===== src/cde_pkg.sv =====
package cde_pkg;

  // ---------------------------------------------------------------
  // Characters
  // ---------------------------------------------------------------
  localparam logic [7:0] CH_CR = 8'h0D;
  localparam logic [7:0] CH_LF = 8'h0A;
  localparam logic [7:0] CH_SP = 8'h20;
  localparam logic [7:0] CH_BELL = 8'h07;
  localparam logic [7:0] CH_SLASH = 8'h2F;
  localparam logic [7:0] CH_QM = 8'h3F;
  localparam logic [7:0] CH_0 = 8'h30;
  localparam logic [7:0] CH_9 = 8'h39;
  localparam logic [7:0] CH_A = 8'h41;
  localparam logic [7:0] CH_F = 8'h46;
  localparam logic [7:0] CH_LA = 8'h61;
  localparam logic [7:0] CH_LZ = 8'h7A;
  localparam logic [7:0] CASE_OFS = 8'h20;
  localparam logic [7:0] CH_B = 8'h42;
  localparam logic [7:0] CH_C = 8'h43;
  localparam logic [7:0] CH_D = 8'h44;
  localparam logic [7:0] CH_E = 8'h45;
  localparam logic [7:0] CH_G = 8'h47;
  localparam logic [7:0] CH_I = 8'h49;
  localparam logic [7:0] CH_L = 8'h4C;
  localparam logic [7:0] CH_M = 8'h4D;
  localparam logic [7:0] CH_P = 8'h50;
  localparam logic [7:0] CH_V = 8'h56;
  localparam logic [7:0] CH_W = 8'h57;

  // ---------------------------------------------------------------
  // Error codes, printed as two hex digits
  // ---------------------------------------------------------------
  localparam logic [7:0] ERR_MISSING = 8'h44;
  localparam logic [7:0] ERR_SCR_PROT = 8'h45;
  localparam logic [7:0] ERR_RANGE = 8'h47;

  // ---------------------------------------------------------------
  // Address limits and option area layout
  // ---------------------------------------------------------------
  localparam int OPT_BYTES = 24;
  localparam logic [31:0] OPT_LAST_ADDR = 32'h0000_0017;
  localparam logic [31:0] GPR_LAST_ADDR = 32'h0000_000F;
  localparam logic [31:0] SCR_PROT_ADDR = 32'h0000_001F;
  localparam int OPT_SELFTEST = 3;
  localparam int OPT_NODE = 4;
  localparam int OPT_BAUD = 6;
  localparam int OPT_UNITS = 7;
  localparam int SELFTEST_DIS_BIT = 4;
  localparam int FPU_DIS_BIT = 0;
  localparam int BTB_DIS_BIT = 1;
  localparam int CACHE_DIS_BIT = 2;
  localparam logic [7:0] OPT_SELFTEST_RST = 8'h08;
  localparam logic [7:0] OPT_BAUD_RST = 8'h33;
  localparam logic [4:0] BAUD_CODE_HI = 5'h06;
  localparam logic [2:0] BAUD_IDX_DFLT = 3'h3;

  // ---------------------------------------------------------------
  // Timing: option write settle time
  // ---------------------------------------------------------------
  localparam int OPT_WRITE_MS = 10;
  localparam int CLK_KHZ = 250000;
  localparam int OPT_WAIT_CYC = OPT_WRITE_MS * CLK_KHZ;

  // ---------------------------------------------------------------
  // Types
  // ---------------------------------------------------------------
  typedef enum logic [2:0] {
    SP_PHYS, SP_VIRT, SP_IPR, SP_GPR, SP_OPT, SP_SCR, SP_PSL
  } cde_space_e;
  typedef enum logic [1:0] {SZ_BYTE, SZ_WORD, SZ_LONG} cde_size_e;
  typedef enum logic [1:0] {CMD_NONE, CMD_CONT, CMD_DEP, CMD_EXAM} cde_cmd_e;
  typedef enum logic [1:0] {PM_ECHO, PM_CRLF, PM_ERR, PM_EXAM} cde_pmode_e;
  typedef enum logic [2:0] {
    ST_IDLE = 3'b000, ST_PRINT = 3'b001, ST_EXEC = 3'b011,
    ST_ACCESS = 3'b010, ST_WAIT = 3'b110
  } cde_state_e;

  typedef struct packed {
    logic write;
    cde_space_e space;
    cde_size_e size;
    logic [31:0] addr;
    logic [31:0] wdata;
  } cde_acc_req_s;

  typedef struct packed {
    logic selftest_dis;
    logic [3:0] console_node;
    logic [2:0] baud_idx;
    logic fpu_dis;
    logic branch_target_buffer_dis;
    logic cache_dis;
  } cde_opt_cfg_s;

  function automatic logic [7:0] opt_reset_val(input int i);
    opt_reset_val = (i == OPT_SELFTEST) ? OPT_SELFTEST_RST :
                    (i == OPT_BAUD) ? OPT_BAUD_RST : 8'h00;
  endfunction

endpackage


===== src/cde_console.sv =====
`timescale 1ns/1ps
module cde_console
  import cde_pkg::*;
#(
  parameter int unsigned OPT_WAIT_CYCLES = OPT_WAIT_CYC
) (
  input wire logic clock_i,
  input wire logic rst_i,
  input wire logic rx_valid_i,
  input wire logic [7:0] rx_data_i,
  output logic rx_ready_o,
  output logic tx_valid_o,
  output logic [7:0] tx_data_o,
  input wire logic tx_ready_i,
  output logic acc_valid_o,
  output cde_acc_req_s acc_req_o,
  input wire logic acc_done_i,
  input wire logic [31:0] acc_rdata_i,
  input wire logic [31:0] acc_paddr_i,
  input wire logic map_enable_i,
  input wire logic panel_option_write_enable_i,
  input wire logic proc_init_i,
  input wire logic console_entry_i,
  input wire logic next_step_i,
  output logic cache_invalidate_o,
  output logic resume_o,
  output cde_opt_cfg_s opt_cfg_o
);

  if (OPT_WAIT_CYCLES < 1) begin : g_chk
    $error("OPT_WAIT_CYCLES must be at least 1");
  end

  // ---------------------------------------------------------------
  // Panel write-enable synchroniser
  // ---------------------------------------------------------------
  logic pwe_s1, pwe_s2, pwe_s3, pwe_ok;
  always_ff @(posedge clock_i or posedge rst_i) begin
    if (rst_i) begin
      pwe_s1 <= 1'b0;
      pwe_s2 <= 1'b0;
      pwe_s3 <= 1'b0;
      pwe_ok <= 1'b0;
    end else begin
      pwe_s1 <= panel_option_write_enable_i;
      pwe_s2 <= pwe_s1;
      pwe_s3 <= pwe_s2;
      if (pwe_s2 == pwe_s3) begin
        pwe_ok <= pwe_s3;
      end
    end
  end

  // ---------------------------------------------------------------
  // State
  // ---------------------------------------------------------------
  cde_state_e state;
  cde_pmode_e mode;
  logic [4:0] pos;
  logic [7:0] echo_ch, err_q;
  cde_cmd_e cmd;
  logic [1:0] field;
  logic qual_pend, have_addr, have_data, is_psl;
  logic space_set, size_set;
  cde_space_e space_q, dflt_space, disp_space;
  cde_size_e size_q, dflt_size, disp_size;
  logic [31:0] addr, data, dflt_addr, disp_addr, disp_data, wait_cnt;
  logic dflt_psl;
  logic [7:0] opt [OPT_BYTES];

  // ---------------------------------------------------------------
  // Character decode
  // ---------------------------------------------------------------
  logic [7:0] uc;
  logic is_dig, is_hex, q_sz_ok, q_sp_ok;
  logic ch_cmd, ch_qual, ch_slash, ch_sp, ch_arg, ch_good, take;
  logic [3:0] hex_nib;
  cde_size_e q_sz;
  cde_space_e q_sp;
  cde_cmd_e c_cmd;

  assign uc = (rx_data_i >= CH_LA && rx_data_i <= CH_LZ) ?
              rx_data_i - CASE_OFS : rx_data_i;
  assign is_dig = uc >= CH_0 && uc <= CH_9;
  assign is_hex = is_dig || (uc >= CH_A && uc <= CH_F);
  assign hex_nib = is_dig ? uc[3:0] : uc[3:0] + 4'h9;
  assign q_sz_ok = uc == CH_B || uc == CH_W || uc == CH_L;
  assign q_sz = (uc == CH_B) ? SZ_BYTE : (uc == CH_W) ? SZ_WORD : SZ_LONG;
  assign q_sp = (uc == CH_P) ? SP_PHYS : (uc == CH_V) ? SP_VIRT :
                (uc == CH_I) ? SP_IPR : (uc == CH_G) ? SP_GPR :
                (uc == CH_E) ? SP_OPT : SP_SCR;
  assign q_sp_ok = uc == CH_P || uc == CH_V || uc == CH_I || uc == CH_G ||
                   uc == CH_E || (uc == CH_M && cmd == CMD_EXAM);
  assign c_cmd = (uc == CH_C) ? CMD_CONT : (uc == CH_D) ? CMD_DEP :
                 (uc == CH_E) ? CMD_EXAM : CMD_NONE;
  assign ch_cmd = !qual_pend && cmd == CMD_NONE && c_cmd != CMD_NONE;
  assign ch_qual = qual_pend && (q_sz_ok || q_sp_ok);
  assign ch_slash = !qual_pend && rx_data_i == CH_SLASH &&
                    (cmd == CMD_DEP || cmd == CMD_EXAM);
  assign ch_sp = !qual_pend && rx_data_i == CH_SP &&
                 ((cmd == CMD_DEP && field < 2'd2) ||
                  (cmd == CMD_EXAM && field == 2'd0));
  assign ch_arg = !qual_pend && field != 2'd0 &&
                  (field == 2'd1 ? (!is_psl &&
                   (is_hex || (uc == CH_P && !have_addr))) : is_hex);
  assign ch_good = ch_cmd || ch_qual || ch_slash || ch_sp || ch_arg;
  assign take = rx_valid_i && rx_ready_o;

  // ---------------------------------------------------------------
  // Command evaluation
  // ---------------------------------------------------------------
  cde_space_e cur_space, eff_space, port_space;
  cde_size_e cur_size, eff_size;
  logic use_psl, long_only, err_any;
  logic [31:0] eff_addr, step;
  logic [7:0] err_code, opt_rd;

  assign cur_space = space_set ? space_q : dflt_space;
  assign cur_size = size_set ? size_q : dflt_size;
  assign use_psl = is_psl || (!have_addr && !space_set && dflt_psl &&
                   cmd == CMD_EXAM);
  assign eff_space = use_psl ? SP_PSL : cur_space;
  // The status longword has no numeric address; it always stands at 0
  assign eff_addr = use_psl ? 32'h0 :
                    have_addr ? addr : dflt_addr;
  assign long_only = eff_space inside {SP_IPR, SP_GPR, SP_SCR, SP_PSL};
  assign eff_size = long_only ? SZ_LONG :
                    (eff_space == SP_OPT) ? SZ_BYTE : cur_size;
  assign step = (eff_size == SZ_BYTE) ? 32'h1 :
                (eff_size == SZ_WORD) ? 32'h2 : 32'h4;
  assign port_space = (eff_space == SP_VIRT && !map_enable_i) ?
                      SP_PHYS : eff_space;
  assign err_code =
    (cmd == CMD_DEP && (!have_addr || !have_data)) ? ERR_MISSING :
    (cmd == CMD_DEP && eff_space == SP_OPT &&
     (eff_addr > OPT_LAST_ADDR || !pwe_ok)) ? ERR_RANGE :
    (eff_space == SP_GPR && eff_addr > GPR_LAST_ADDR) ? ERR_RANGE :
    (cmd == CMD_EXAM && eff_space == SP_SCR &&
     eff_addr == SCR_PROT_ADDR) ? ERR_SCR_PROT : 8'h00;
  assign err_any = err_code != 8'h00;
  assign opt_rd = (eff_addr <= OPT_LAST_ADDR) ?
                  opt[eff_addr[4:0]] : 8'h00;

  // ---------------------------------------------------------------
  // Output line composer
  // ---------------------------------------------------------------
  logic [4:0] nd, last_pos, a_idx, d_idx;
  logic [7:0] pr_ch, tag_ch;

  function automatic logic [7:0] hex_ch(input logic [3:0] n);
    hex_ch = (n < 4'hA) ? CH_0 + {4'h0, n} : CH_A + {4'h0, n} - 8'h0A;
  endfunction

  assign nd = (disp_size == SZ_BYTE) ? 5'd2 :
              (disp_size == SZ_WORD) ? 5'd4 : 5'd8;
  assign last_pos = (mode == PM_ECHO) ? 5'd0 : (mode == PM_CRLF) ? 5'd1 :
                    (mode == PM_ERR) ? 5'd4 : nd + 5'd12;
  assign a_idx = 5'd9 - pos;
  assign d_idx = nd + 5'd10 - pos;
  assign tag_ch = (disp_space == SP_IPR) ? CH_I :
                  (disp_space == SP_GPR) ? CH_G :
                  (disp_space == SP_OPT) ? CH_E :
                  (disp_space == SP_SCR) ? CH_M : CH_P;

  always_comb begin
    pr_ch = CH_LF;
    case (mode)
      PM_ECHO: pr_ch = echo_ch;
      PM_CRLF: pr_ch = (pos == 5'd0) ? CH_CR : CH_LF;
      PM_ERR: begin
        if (pos == 5'd0) pr_ch = CH_QM;
        else if (pos == 5'd1) pr_ch = hex_ch(err_q[7:4]);
        else if (pos == 5'd2) pr_ch = hex_ch(err_q[3:0]);
        else if (pos == 5'd3) pr_ch = CH_CR;
      end
      default: begin
        if (pos == 5'd0) pr_ch = tag_ch;
        else if (pos == 5'd1 || pos == 5'd10) pr_ch = CH_SP;
        else if (pos < 5'd10) pr_ch = hex_ch(disp_addr[a_idx[2:0]*4 +: 4]);
        else if (pos < nd + 5'd11)
          pr_ch = hex_ch(disp_data[d_idx[2:0]*4 +: 4]);
        else if (pos == nd + 5'd11) pr_ch = CH_CR;
      end
    endcase
  end

  // ---------------------------------------------------------------
  // Option byte decode
  // ---------------------------------------------------------------
  cde_opt_cfg_s cfg_next;
  logic [7:0] baud_b;
  assign baud_b = opt[OPT_BAUD];
  assign cfg_next.selftest_dis = opt[OPT_SELFTEST][SELFTEST_DIS_BIT];
  assign cfg_next.console_node = opt[OPT_NODE][3:0];
  assign cfg_next.baud_idx = (baud_b[7:3] == BAUD_CODE_HI) ?
                             baud_b[2:0] : BAUD_IDX_DFLT;
  assign cfg_next.fpu_dis = opt[OPT_UNITS][FPU_DIS_BIT];
  assign cfg_next.branch_target_buffer_dis = opt[OPT_UNITS][BTB_DIS_BIT];
  assign cfg_next.cache_dis = opt[OPT_UNITS][CACHE_DIS_BIT];

  always_ff @(posedge clock_i or posedge rst_i) begin
    if (rst_i) opt_cfg_o <= '0;
    else opt_cfg_o <= cfg_next;
  end

  // ---------------------------------------------------------------
  // Interpreter
  // ---------------------------------------------------------------
  always_ff @(posedge clock_i or posedge rst_i) begin
    if (rst_i) begin
      state <= ST_IDLE;
      mode <= PM_ECHO;
      pos <= 5'd0;
      echo_ch <= 8'h00;
      err_q <= 8'h00;
      cmd <= CMD_NONE;
      field <= 2'd0;
      qual_pend <= 1'b0;
      have_addr <= 1'b0;
      have_data <= 1'b0;
      is_psl <= 1'b0;
      space_set <= 1'b0;
      size_set <= 1'b0;
      space_q <= SP_PHYS;
      size_q <= SZ_LONG;
      addr <= 32'h0;
      data <= 32'h0;
      dflt_space <= SP_PHYS;
      dflt_size <= SZ_LONG;
      dflt_addr <= 32'h0;
      dflt_psl <= 1'b0;
      disp_space <= SP_PHYS;
      disp_size <= SZ_LONG;
      disp_addr <= 32'h0;
      disp_data <= 32'h0;
      wait_cnt <= 32'h0;
      for (int i = 0; i < OPT_BYTES; i++) opt[i] <= opt_reset_val(i);
      rx_ready_o <= 1'b0;
      tx_valid_o <= 1'b0;
      tx_data_o <= 8'h00;
      acc_valid_o <= 1'b0;
      acc_req_o <= '0;
      cache_invalidate_o <= 1'b0;
      resume_o <= 1'b0;
    end else begin
      cache_invalidate_o <= 1'b0;
      resume_o <= 1'b0;
      rx_ready_o <= state == ST_IDLE && !take;
      case (state)
        ST_IDLE: begin
          if (take) begin
            state <= ST_PRINT;
            pos <= 5'd0;
            if (rx_data_i == CH_CR && !qual_pend) begin
              mode <= PM_CRLF;
            end else begin
              mode <= PM_ECHO;
              echo_ch <= ch_good ? rx_data_i : CH_BELL;
              if (ch_cmd) cmd <= c_cmd;
              if (ch_slash) qual_pend <= 1'b1;
              if (ch_sp) field <= field + 2'd1;
              if (ch_qual) begin
                qual_pend <= 1'b0;
                if (q_sz_ok) begin
                  size_q <= q_sz;
                  size_set <= 1'b1;
                end else begin
                  space_q <= q_sp;
                  space_set <= 1'b1;
                end
              end
              if (ch_arg && field == 2'd1) begin
                have_addr <= 1'b1;
                if (uc == CH_P) is_psl <= 1'b1;
                else addr <= {addr[27:0], hex_nib};
              end
              if (ch_arg && field == 2'd2) begin
                have_data <= 1'b1;
                data <= {data[27:0], hex_nib};
              end
            end
          end
        end
        ST_PRINT: begin
          if (!tx_valid_o) begin
            tx_valid_o <= 1'b1;
            tx_data_o <= pr_ch;
          end else if (tx_ready_i) begin
            tx_valid_o <= 1'b0;
            if (pos == last_pos) begin
              pos <= 5'd0;
              state <= (mode == PM_CRLF) ? ST_EXEC : ST_IDLE;
            end else begin
              pos <= pos + 5'd1;
            end
          end
        end
        ST_EXEC: begin
          cmd <= CMD_NONE;
          field <= 2'd0;
          have_addr <= 1'b0;
          have_data <= 1'b0;
          is_psl <= 1'b0;
          space_set <= 1'b0;
          size_set <= 1'b0;
          addr <= 32'h0;
          data <= 32'h0;
          state <= ST_IDLE;
          if (cmd == CMD_CONT) begin
            cache_invalidate_o <= 1'b1;
            resume_o <= 1'b1;
          end else if (cmd != CMD_NONE && err_any) begin
            err_q <= err_code;
            mode <= PM_ERR;
            state <= ST_PRINT;
          end else if (cmd != CMD_NONE) begin
            dflt_space <= cur_space;
            dflt_size <= cur_size;
            dflt_addr <= eff_addr + step;
            dflt_psl <= cmd == CMD_DEP && use_psl;
            disp_space <= eff_space;
            disp_size <= (eff_space == SP_OPT) ? cur_size : eff_size;
            disp_addr <= eff_addr;
            if (eff_space == SP_OPT && cmd == CMD_DEP) begin
              opt[eff_addr[4:0]] <= data[7:0];
              wait_cnt <= OPT_WAIT_CYCLES - 1;
              state <= ST_WAIT;
            end else if (eff_space == SP_OPT) begin
              disp_data <= {24'h0, opt_rd};
              mode <= PM_EXAM;
              state <= ST_PRINT;
            end else begin
              acc_valid_o <= 1'b1;
              acc_req_o.write <= cmd == CMD_DEP;
              acc_req_o.space <= port_space;
              acc_req_o.size <= eff_size;
              acc_req_o.addr <= eff_addr;
              acc_req_o.wdata <= data;
              state <= ST_ACCESS;
            end
          end
        end
        ST_ACCESS: begin
          if (acc_done_i) begin
            acc_valid_o <= 1'b0;
            state <= ST_IDLE;
            if (!acc_req_o.write) begin
              disp_data <= acc_rdata_i;
              if (disp_space == SP_VIRT && map_enable_i)
                disp_addr <= acc_paddr_i;
              mode <= PM_EXAM;
              state <= ST_PRINT;
            end
          end
        end
        ST_WAIT: begin
          if (wait_cnt == 32'h0) state <= ST_IDLE;
          else wait_cnt <= wait_cnt - 32'h1;
        end
        default: state <= ST_IDLE;
      endcase
      if (proc_init_i || console_entry_i || next_step_i) begin
        dflt_space <= SP_PHYS;
        dflt_size <= SZ_LONG;
        dflt_addr <= 32'h0;
        dflt_psl <= 1'b0;
      end
    end
  end

endmodule


===== config.mk =====
export PLATFORM = sky130hd
export DESIGN_NAME = cde_console
export DESIGN_NICKNAME = d
export VERILOG_FILES = /design/src/cde_pkg.sv /design/src/cde_console.sv
export SDC_FILE = /design/constraint.sdc
export NUM_CORES = 1
export LEC_CHECK = 0
export BUFFER_PORTS_ARGS = -buffer_cell sky130_fd_sc_hd__buf_2
export CAP_MARGIN = 20
export CORE_ASPECT_RATIO = 2
export CORE_UTILIZATION = 40
export CTS_BUF_LIST = sky130_fd_sc_hd__clkbuf_8
export DETAILED_ROUTE_END_ITERATION = 6
export SLEW_MARGIN = 40
export SYNTH_ARGS = -nofsm -noshare
export SYNTH_HDL_FRONTEND = slang
export SYNTH_SLANG_ARGS = --single-unit

===== constraint.sdc =====
create_clock -name clock_i -period 59.4 [get_ports clock_i]
set_input_delay 17.82 -clock clock_i [delete_from_list [all_inputs] [get_ports clock_i]]
set_output_delay 17.82 -clock clock_i [all_outputs]
set_load 0.1 [all_outputs]

==> flow_summary_export.csv, run 1 <==
group,metric,value,unit
run_status,status,"finished clean",
sta,final.setup_skew,0.0338,ns
power_and_ir_drop,total_power,0.00113,W
detailed_routing,drc,0,
finish,area_growth_syn_to_layout,12.9,%
sta,whs,0.360,ns
detailed_routing,avgRoutedWirePerCell,22.3,um
cts,post_cts_buffers,0,
floorplan,start_util,40.6,%
detailed_routing,first_pass_iters,7,
logic_synthesis,synth_most_common_cell,"dfrtp_1",
critical_path,rr_startpoint,"cmd[1]",
sta,rsz0062_at_grt,"no",
power_and_ir_drop,p_clk_share,27.0,%
sta,setup_viol,0,
detailed_routing,viasPerCell,5.69,
finish,layoutNonFillerInstCount,3661,
logic_synthesis,synth_fp_nets,2718,
logic_synthesis,synth.top_cell.area_share,49.3,%
min_path,min_to,"pwe_s2",
critical_path,cp.arrival,21.40,ns
detailed_routing,ant_nets,0,
logic_synthesis,yosysWarnings,0,
global_routing,grt_overflow,0,
power_and_ir_drop,power.net_switching,0.000486,W
floorplan,fp.dieW,184,um
placed_design,gp_congestion,0.916,
logic_synthesis,ys_types,83,
min_path,whs_path_depth,0,
cts,cts_made_buffers,78,
floorplan,coreArea,65100,um2
floorplan,rows,132,
logic_synthesis,synthTopCellsByCount,"dfrtp_1 (520), nand2_1 (436), mux2_2 (266), o21ai_0 (200), nor2_1 (184)",
cts,clock_sinks,528,
critical_path,reg2reg_depth,13,
floorplan,die-area,67100,um2
global_routing,grt_pass1_vias,21700,
global_routing,grt_max_degree,110,
logic_synthesis,synth_area_leaders,"dfrtp_1 (49%), mux2_2 (11%), nand2_1 (6.2%)",
critical_path,required,59.99,ns
detailed_routing,vias,20800,
power_and_ir_drop,intPower,0.000644,W
global_routing,antenna_found_initial,3,
placed_design,dpl.cell_count,3525,
critical_path,crit_family,"compound AO/OA/AOI/OAI gates",
power_and_ir_drop,p_leak,13.5,nW
cts,clkSlewWorstSetupHoldPaths,0.08,ns
critical_path,rrSetupSlack,54.14,ns
cts,holdBufCountCts,0,
critical_path,cp_max_fo,60,
cts,htree_levels,3,
logic_synthesis,synth_area,26400,um2
critical_path,path_buf_inv,3,
power_and_ir_drop,pwr-share-seq,38.4,%
job,cap_viol_max_count,0,
floorplan,die_y,365,um
global_routing,track_usage,24.9,%
cts,cts-root-buf,"clkbuf_8",
sta,slew_headroom,36.3,%
power_and_ir_drop,comb_power_share,34.6,%
sta,worst_slew_pin_slew,0.946,ns
logic_synthesis,synth-async-reset-ratio,100,%
cts,post_cts_resized,0,
placed_design,placed_area,28200,um2
cts,clock_latency,0.73,ns
finish,nFillCells,6286,
placed_design,hpwl,57.2,mm
sta,fin_setup_tns,0,ns
logic_synthesis,post-synth-top-area-cell,"dfrtp_1",
critical_path,start_kind,"primary input",
min_path,hold_start,"pwe_s1",
power_and_ir_drop,p_sw_share,43.0,%
floorplan,pin_count,176,
critical_path,crit_chain,"buf_2, inv_1, ha_1, or4b_1, o221ai_1, a2111oi_1, nor2b_1, a31oi_1, nor4_4, buf_4, mux2i_1, nor2_1",
detailed_routing,first_iter_violations,1236,
logic_synthesis,synth_flop_cell,"dfrtp_1",
detailed_routing,wirelength,81.6,mm
logic_synthesis,syn_inst,2605,
logic_synthesis,synth.avg_cell_area,10.1,um2
global_routing,grt_pass1_wl,127,mm
sta,period_minus_slack,20.81,ns
placed_design,port_buffers,175,
logic_synthesis,synth_edf_count,0,
critical_path,critPathMaxStageDelay,0.67,ns
power_and_ir_drop,p_per_area,37.9,nW/um2
sta,fmax,48.1,MHz
critical_path,worstSetupPathType,"in -> reg",
cts,cts_tree,"done",
finish,layout.nets,2848,
finish,final_area,29800,um2
critical_path,cp_slowest_cell,"a2111oi_1",
power_and_ir_drop,irDropWorstVdd,0.0273,mV
cts,clock_path_buffers,3,
sta,slew_violations,0,
sta,timing.final.crit_share,35.0,%
logic_synthesis,yosys_register_bits,528,
critical_path,end_kind,"flop",
logic_synthesis,seq_area_frac_synth,50.1,%
critical_path,r2r-end,"dflt_addr[30]",
sta,hold_viol,0,
finish,drive_gt1_share,23.6,%
min_path,min_path_type,"reg -> reg",
per-layer routing:
| layer | track usage [%] | vias to the layer above | part of all wire [%] |
|---|---|---|---|
| li1 | - | 9536 | - |
| met1 | 27.2 | 10400 | 37 |
| met2 | 44.4 | 699 | 52 |
| met3 | 4.05 | 230 | 4.9 |
| met4 | 15.9 | 4 | 6.1 |
| met5 | 0 | - | 0.076 |
logic make-up (layout without fill, tap and decap cells):
kind of cell	count (synthesis)	count (layout)	share of synthesized area, %
simple gates	906	906	15.6
mux	363	363	15.7
flops	528	528	50.1
compound gates	513	513	12.0
buf+inv	205	389	3.08
fa+ha+maj	32	32	1.54
xor+xnor	58	58	1.98
other cells	0	1	0
through the flow:
| stage | setup slack (ns) | util, % |
|---|---|---|
| finish | 38.59 | 45.8 |
| global route | 38.32 | 45.8 |
| CTS | 38.51 | 45.7 |
| detailed placement | 37.73 | 43.3 |
| global placement | 37.77 | 43.2 |
| floorplan | 26.84 | - |
cells in the final DEF (no fill, tap or decap), drive strengths merged, types with 9 or more instances in the layout:
cell type and count:
o2111ai 9, a221oi 12, or4 9, mux4 14
o221ai 9, o21ai 202, nor3 59, ha 30
a31oi 32, o31ai 14, or3 19, and3 14
clkinv 12, o211ai 9, nand2 436, buf 209
a21o 9, xor2 12, a211oi 39, clkbuf 94
nand3 54, nor4 33, xnor2 45, o22ai 33
nor2b 12, mux2i 82, inv 72, mux2 267
nand2b 24, nor2 187, dfrtp 520, nand4 18
a21oi 88, and2 13
worst register-to-register path, delay by kind of cell (launching register included):
family                   cells  cell delay (ns)
AO/OA/AOI/OAI                3             0.47
XOR/XNOR                     1             0.12
adder cells (fa/ha/maj)      1             0.64
buffers and inverters        2             0.74
flip-flops                   1             0.58
AND/OR/NAND/NOR              6             2.61
worst max-delay path by stage:
stage                 startpoint           end  slack [ns]  cells past startpoint
floorplan                  rst_i  acc_req_o[0]       26.84                      1
global placement    rx_data_i[1]       addr[0]       37.77                     12
detailed placement  rx_data_i[1]       data[3]       37.73                     10
CTS                 rx_data_i[1]       data[3]       38.51                     10
global route        rx_data_i[1]       addr[2]       38.32                     12
finish              rx_data_i[1]       addr[2]       38.59                     12
power by group through the flow:
stage	logic [W]	clock network (W)	registers, W
final	0.000391	0.000305	0.000434
after global routing	0.000415	0.000327	0.000439
after CTS	0.000393	0.000313	0.000434
after detailed placement	0.000392	0	0.000441
after global placement	0.000388	0	0.000439
after floorplan	0.000155	0	0.000589
sequential cells by signal, indices dropped and copies added (netlist names), 5 cells and up:
name / count
baud_b: 8
cfg_next: 8
addr: 32
acc_req_o: 70
dflt_addr: 32
opt: 176
disp_addr: 32
disp_data: 32
tx_data_o: 8
opt_cfg_o: 11
data: 32
wait_cnt: 32
echo_ch: 8
pos: 5
layout make-up:
cell class / count / area (um2) / share of cell area (%)
clock buffers: 93 / 1280 / 4.29
inverters: 45 / 176 / 0.592
diodes: 1 / 2.50 / 0.00840
well taps: 871 / 1090 / 3.66
multi-input cells: 1872 / 12500 / 42.0
repair buffers: 210 / 1200 / 4.04
clock inverters: 41 / 290 / 0.974
flip-flops and latches: 528 / 13200 / 44.4
(Power assumes the default switching activity.)
==> run 2, diff against run 1 <==
--- a/config.mk
+++ b/config.mk
@@ -5,6 +5,7 @@
 export SDC_FILE = /design/constraint.sdc
 export NUM_CORES = 1
 export LEC_CHECK = 0
+export ABC_AREA = 1
 export BUFFER_PORTS_ARGS = -buffer_cell sky130_fd_sc_hd__buf_2
 export CAP_MARGIN = 20
 export CORE_ASPECT_RATIO = 2
==> constraint.sdc (replaced) <==
create_clock -name clock_i -period 16.9 [get_ports clock_i]
set_input_delay 5.07 -clock clock_i [delete_from_list [all_inputs] [get_ports clock_i]]
set_output_delay 5.07 -clock clock_i [all_outputs]
set_load 0.1 [all_outputs]
==> flow_summary_export.csv, run 2 <==
group,metric,value,unit
run_status,status,"finished clean",
floorplan,rows,134,
cts,cts_tree,"done",
logic_synthesis,ys_types,55,
floorplan,die_y,370,um
floorplan,coreArea,66700,um2
sta,fmax,134,MHz
cts,post_cts_resized,0,
sta,final.setup_skew,0.0539,ns
logic_synthesis,synthTopCellsByCount,"nand2_1 (1,005), dfrtp_1 (520), nor2_1 (507), o21ai_0 (335), inv_1 (259)",
logic_synthesis,synth_most_common_cell,"nand2_1",
cts,clock_path_buffers,3,
sta,slew_violations,0,
finish,area_growth_syn_to_layout,12.7,%
sta,setup_viol,0,
finish,regMostFlops,"opt",
global_routing,grt_max_degree,115,
placed_design,port_buffers,175,
finish,drive_gt1_share,11.4,%
logic_synthesis,synth_area_leaders,"dfrtp_1 (48%), nand2_1 (14%), nor2_1 (7.0%)",
logic_synthesis,syn_inst,3573,
detailed_routing,avgRoutedWirePerCell,20.0,um
detailed_routing,first_pass_iters,6,
global_routing,grt_overflow,0,
placed_design,placed_area,28700,um2
cts,htree_levels,3,
detailed_routing,ant_nets,0,
sta,worst_slew_pin_slew,0.864,ns
cts,clkSlewWorstSetupHoldPaths,0.07,ns
logic_synthesis,synth_area,27000,um2
detailed_routing,first_iter_violations,1801,
cts,cts_made_buffers,80,
cts,holdBufCountCts,0,
sta,fin_setup_tns,0,ns
placed_design,gp_congestion,0.977,
sta,hold_viol,0,
power_and_ir_drop,irDropWorstVdd,0.0949,mV
job,cap_viol_max_count,0,
critical_path,start_kind,"primary input",
floorplan,fp.dieW,186,um
sta,timing.final.crit_share,44.0,%
sta,rsz0062_at_grt,"no",
detailed_routing,vias,24700,
logic_synthesis,synth.top_cell.area_share,48.2,%
cts,clock_sinks,528,
power_and_ir_drop,p_per_area,126,nW/um2
power_and_ir_drop,pwr-share-seq,36.4,%
finish,nFillCells,7037,
detailed_routing,drc,0,
finish,final_area,30500,um2
power_and_ir_drop,p_clk_share,29.8,%
global_routing,grt_pass1_vias,24000,
critical_path,worstSetupPathType,"in -> reg",
power_and_ir_drop,p_leak,15.2,nW
cts,cts-root-buf,"clkbuf_8",
critical_path,required,17.51,ns
finish,top_regs,"opt (176), acc_req_o (70)",
finish,final_common_cell,"nand2_1",
global_routing,antenna_found_initial,4,
floorplan,pin_count,176,
logic_synthesis,synth_edf_count,0,
finish,layout.nets,3817,
power_and_ir_drop,power.net_switching,0.00163,W
power_and_ir_drop,p_sw_share,42.2,%
power_and_ir_drop,intPower,0.00222,W
detailed_routing,viasPerCell,5.30,
cts,clock_latency,0.76,ns
logic_synthesis,synth-async-reset-ratio,100,%
logic_synthesis,yosysWarnings,0,
detailed_routing,wirelength,93.0,mm
power_and_ir_drop,comb_power_share,33.9,%
finish,final_cell_mix,"nand2_1 (1,003), dfrtp_1 (520), nor2_1 (503)",
critical_path,end_kind,"flop",
global_routing,track_usage,27.5,%
sta,period_minus_slack,7.44,ns
floorplan,die-area,68700,um2
floorplan,start_util,40.5,%
min_path,min_path_type,"reg -> reg",
global_routing,grt_pass1_wl,142,mm
sta,slew_headroom,42.4,%
logic_synthesis,synth_fp_nets,3686,
finish,largest_register_ffs,176,
logic_synthesis,post-synth-top-area-cell,"dfrtp_1",
placed_design,hpwl,65.4,mm
critical_path,cp_max_fo,60,
critical_path,cp.arrival,8.04,ns
logic_synthesis,yosys_register_bits,528,
logic_synthesis,synth_flop_cell,"dfrtp_1",
logic_synthesis,synth.avg_cell_area,7.56,um2
cts,post_cts_buffers,0,
logic_synthesis,seq_area_frac_synth,48.9,%
## run 2: cell families after synthesis
logic type,after synthesis,synth area share [%]
adder cells (fa/ha/maj),32,1.50
XOR/XNOR,40,1.30
AND/OR/NAND/NOR,1915,29.6
AO/OA/AOI/OAI,612,11.8
multiplexers,2,0.0741
flip-flops,528,48.9
buffers and inverters,444,6.74
## run 2: final cells by class
cell class	count	area [um2]	share of cell area, %
multi-input combinational	2601	12000	39.5
sequential	528	13200	43.4
tap	884	1110	3.63
timing repair buffer	222	1350	4.41
clock buffer	102	1400	4.61
antenna	2	5.00	0.0164
inverter	271	1020	3.36
clock inverter	46	315	1.03
## run 2: critical path, cell delays in order
cell	delay (ns)
buf_2	0.11
inv_1	0.12
ha_1	0.28
inv_1	0.09
nand2_1	0.05
nor2_1	0.15
nand2_1	0.07
nand3_1	0.19
nor2_1	0.07
nor2_1	0.20
nand2_1	0.11
nor3_1	0.14
nand3_1	0.10
nand2_1	0.13
nand3_1	0.09
nand2_1	0.21
nand3_4	0.48
o21ai_0	0.36
## run 2: power by group through the flow
| stage | clock [W] | combinational [W] | sequential (W) |
|---|---|---|---|
| 2_1_floorplan | 0 | 0.000719 | 0.00150 |
| 3_3_place_gp | 0 | 0.00128 | 0.00142 |
| 3_5_place_dp | 0 | 0.00129 | 0.00142 |
| 4_1_cts | 0.00117 | 0.00129 | 0.00140 |
| 5_1_grt | 0.00122 | 0.00140 | 0.00141 |
| 6_report | 0.00115 | 0.00130 | 0.00140 |
## run 2: per-layer routing
layer  up-vias  wire, um  part of all wire [%]  global-route usage [%]
li1      11900         -                     -                       -
met1     11700     34700                    37                    30.1
met2       820     46700                    50                    47.9
met3       280      4670                   5.0                    4.55
met4         4      6860                   7.4                    19.2
met5         -        31                 0.033                       0
## run 2: path summary, 6_finish.rpt
| path | depth (start not counted) | to | startpoint | slack (ns) |
|---|---|---|---|---|
| min in group asynchronous | 2 | echo_ch[5] | rst_i | 4.19 |
| max in group asynchronous | 8 | opt[163] | rst_i | 10.17 |
| hold reg to reg | 0 | pwe_s2 | pwe_s1 | 0.35 |
| setup reg to reg | 30 | dflt_addr[28] | have_addr | 11.02 |
| setup / recovery | 18 | addr[6] | rx_data_i[1] | 9.46 |
| hold / removal | 0 | pwe_s2 | pwe_s1 | 0.35 |
## run 2: stage by stage
stage	total power (W)	util (%)	hold WS, ns	std cells	setup slack, ns
after global routing	0.00403	45.7	0.361	4656	9.09
after floorplan	0.00222	-	0.331	3573	4.66
after CTS	0.00386	45.6	0.356	4652	9.50
final	0.00385	45.7	0.352	4656	9.46
after global placement	0.00270	42.8	0.339	4501	8.39
after detailed placement	0.00271	43.0	0.340	4504	8.75
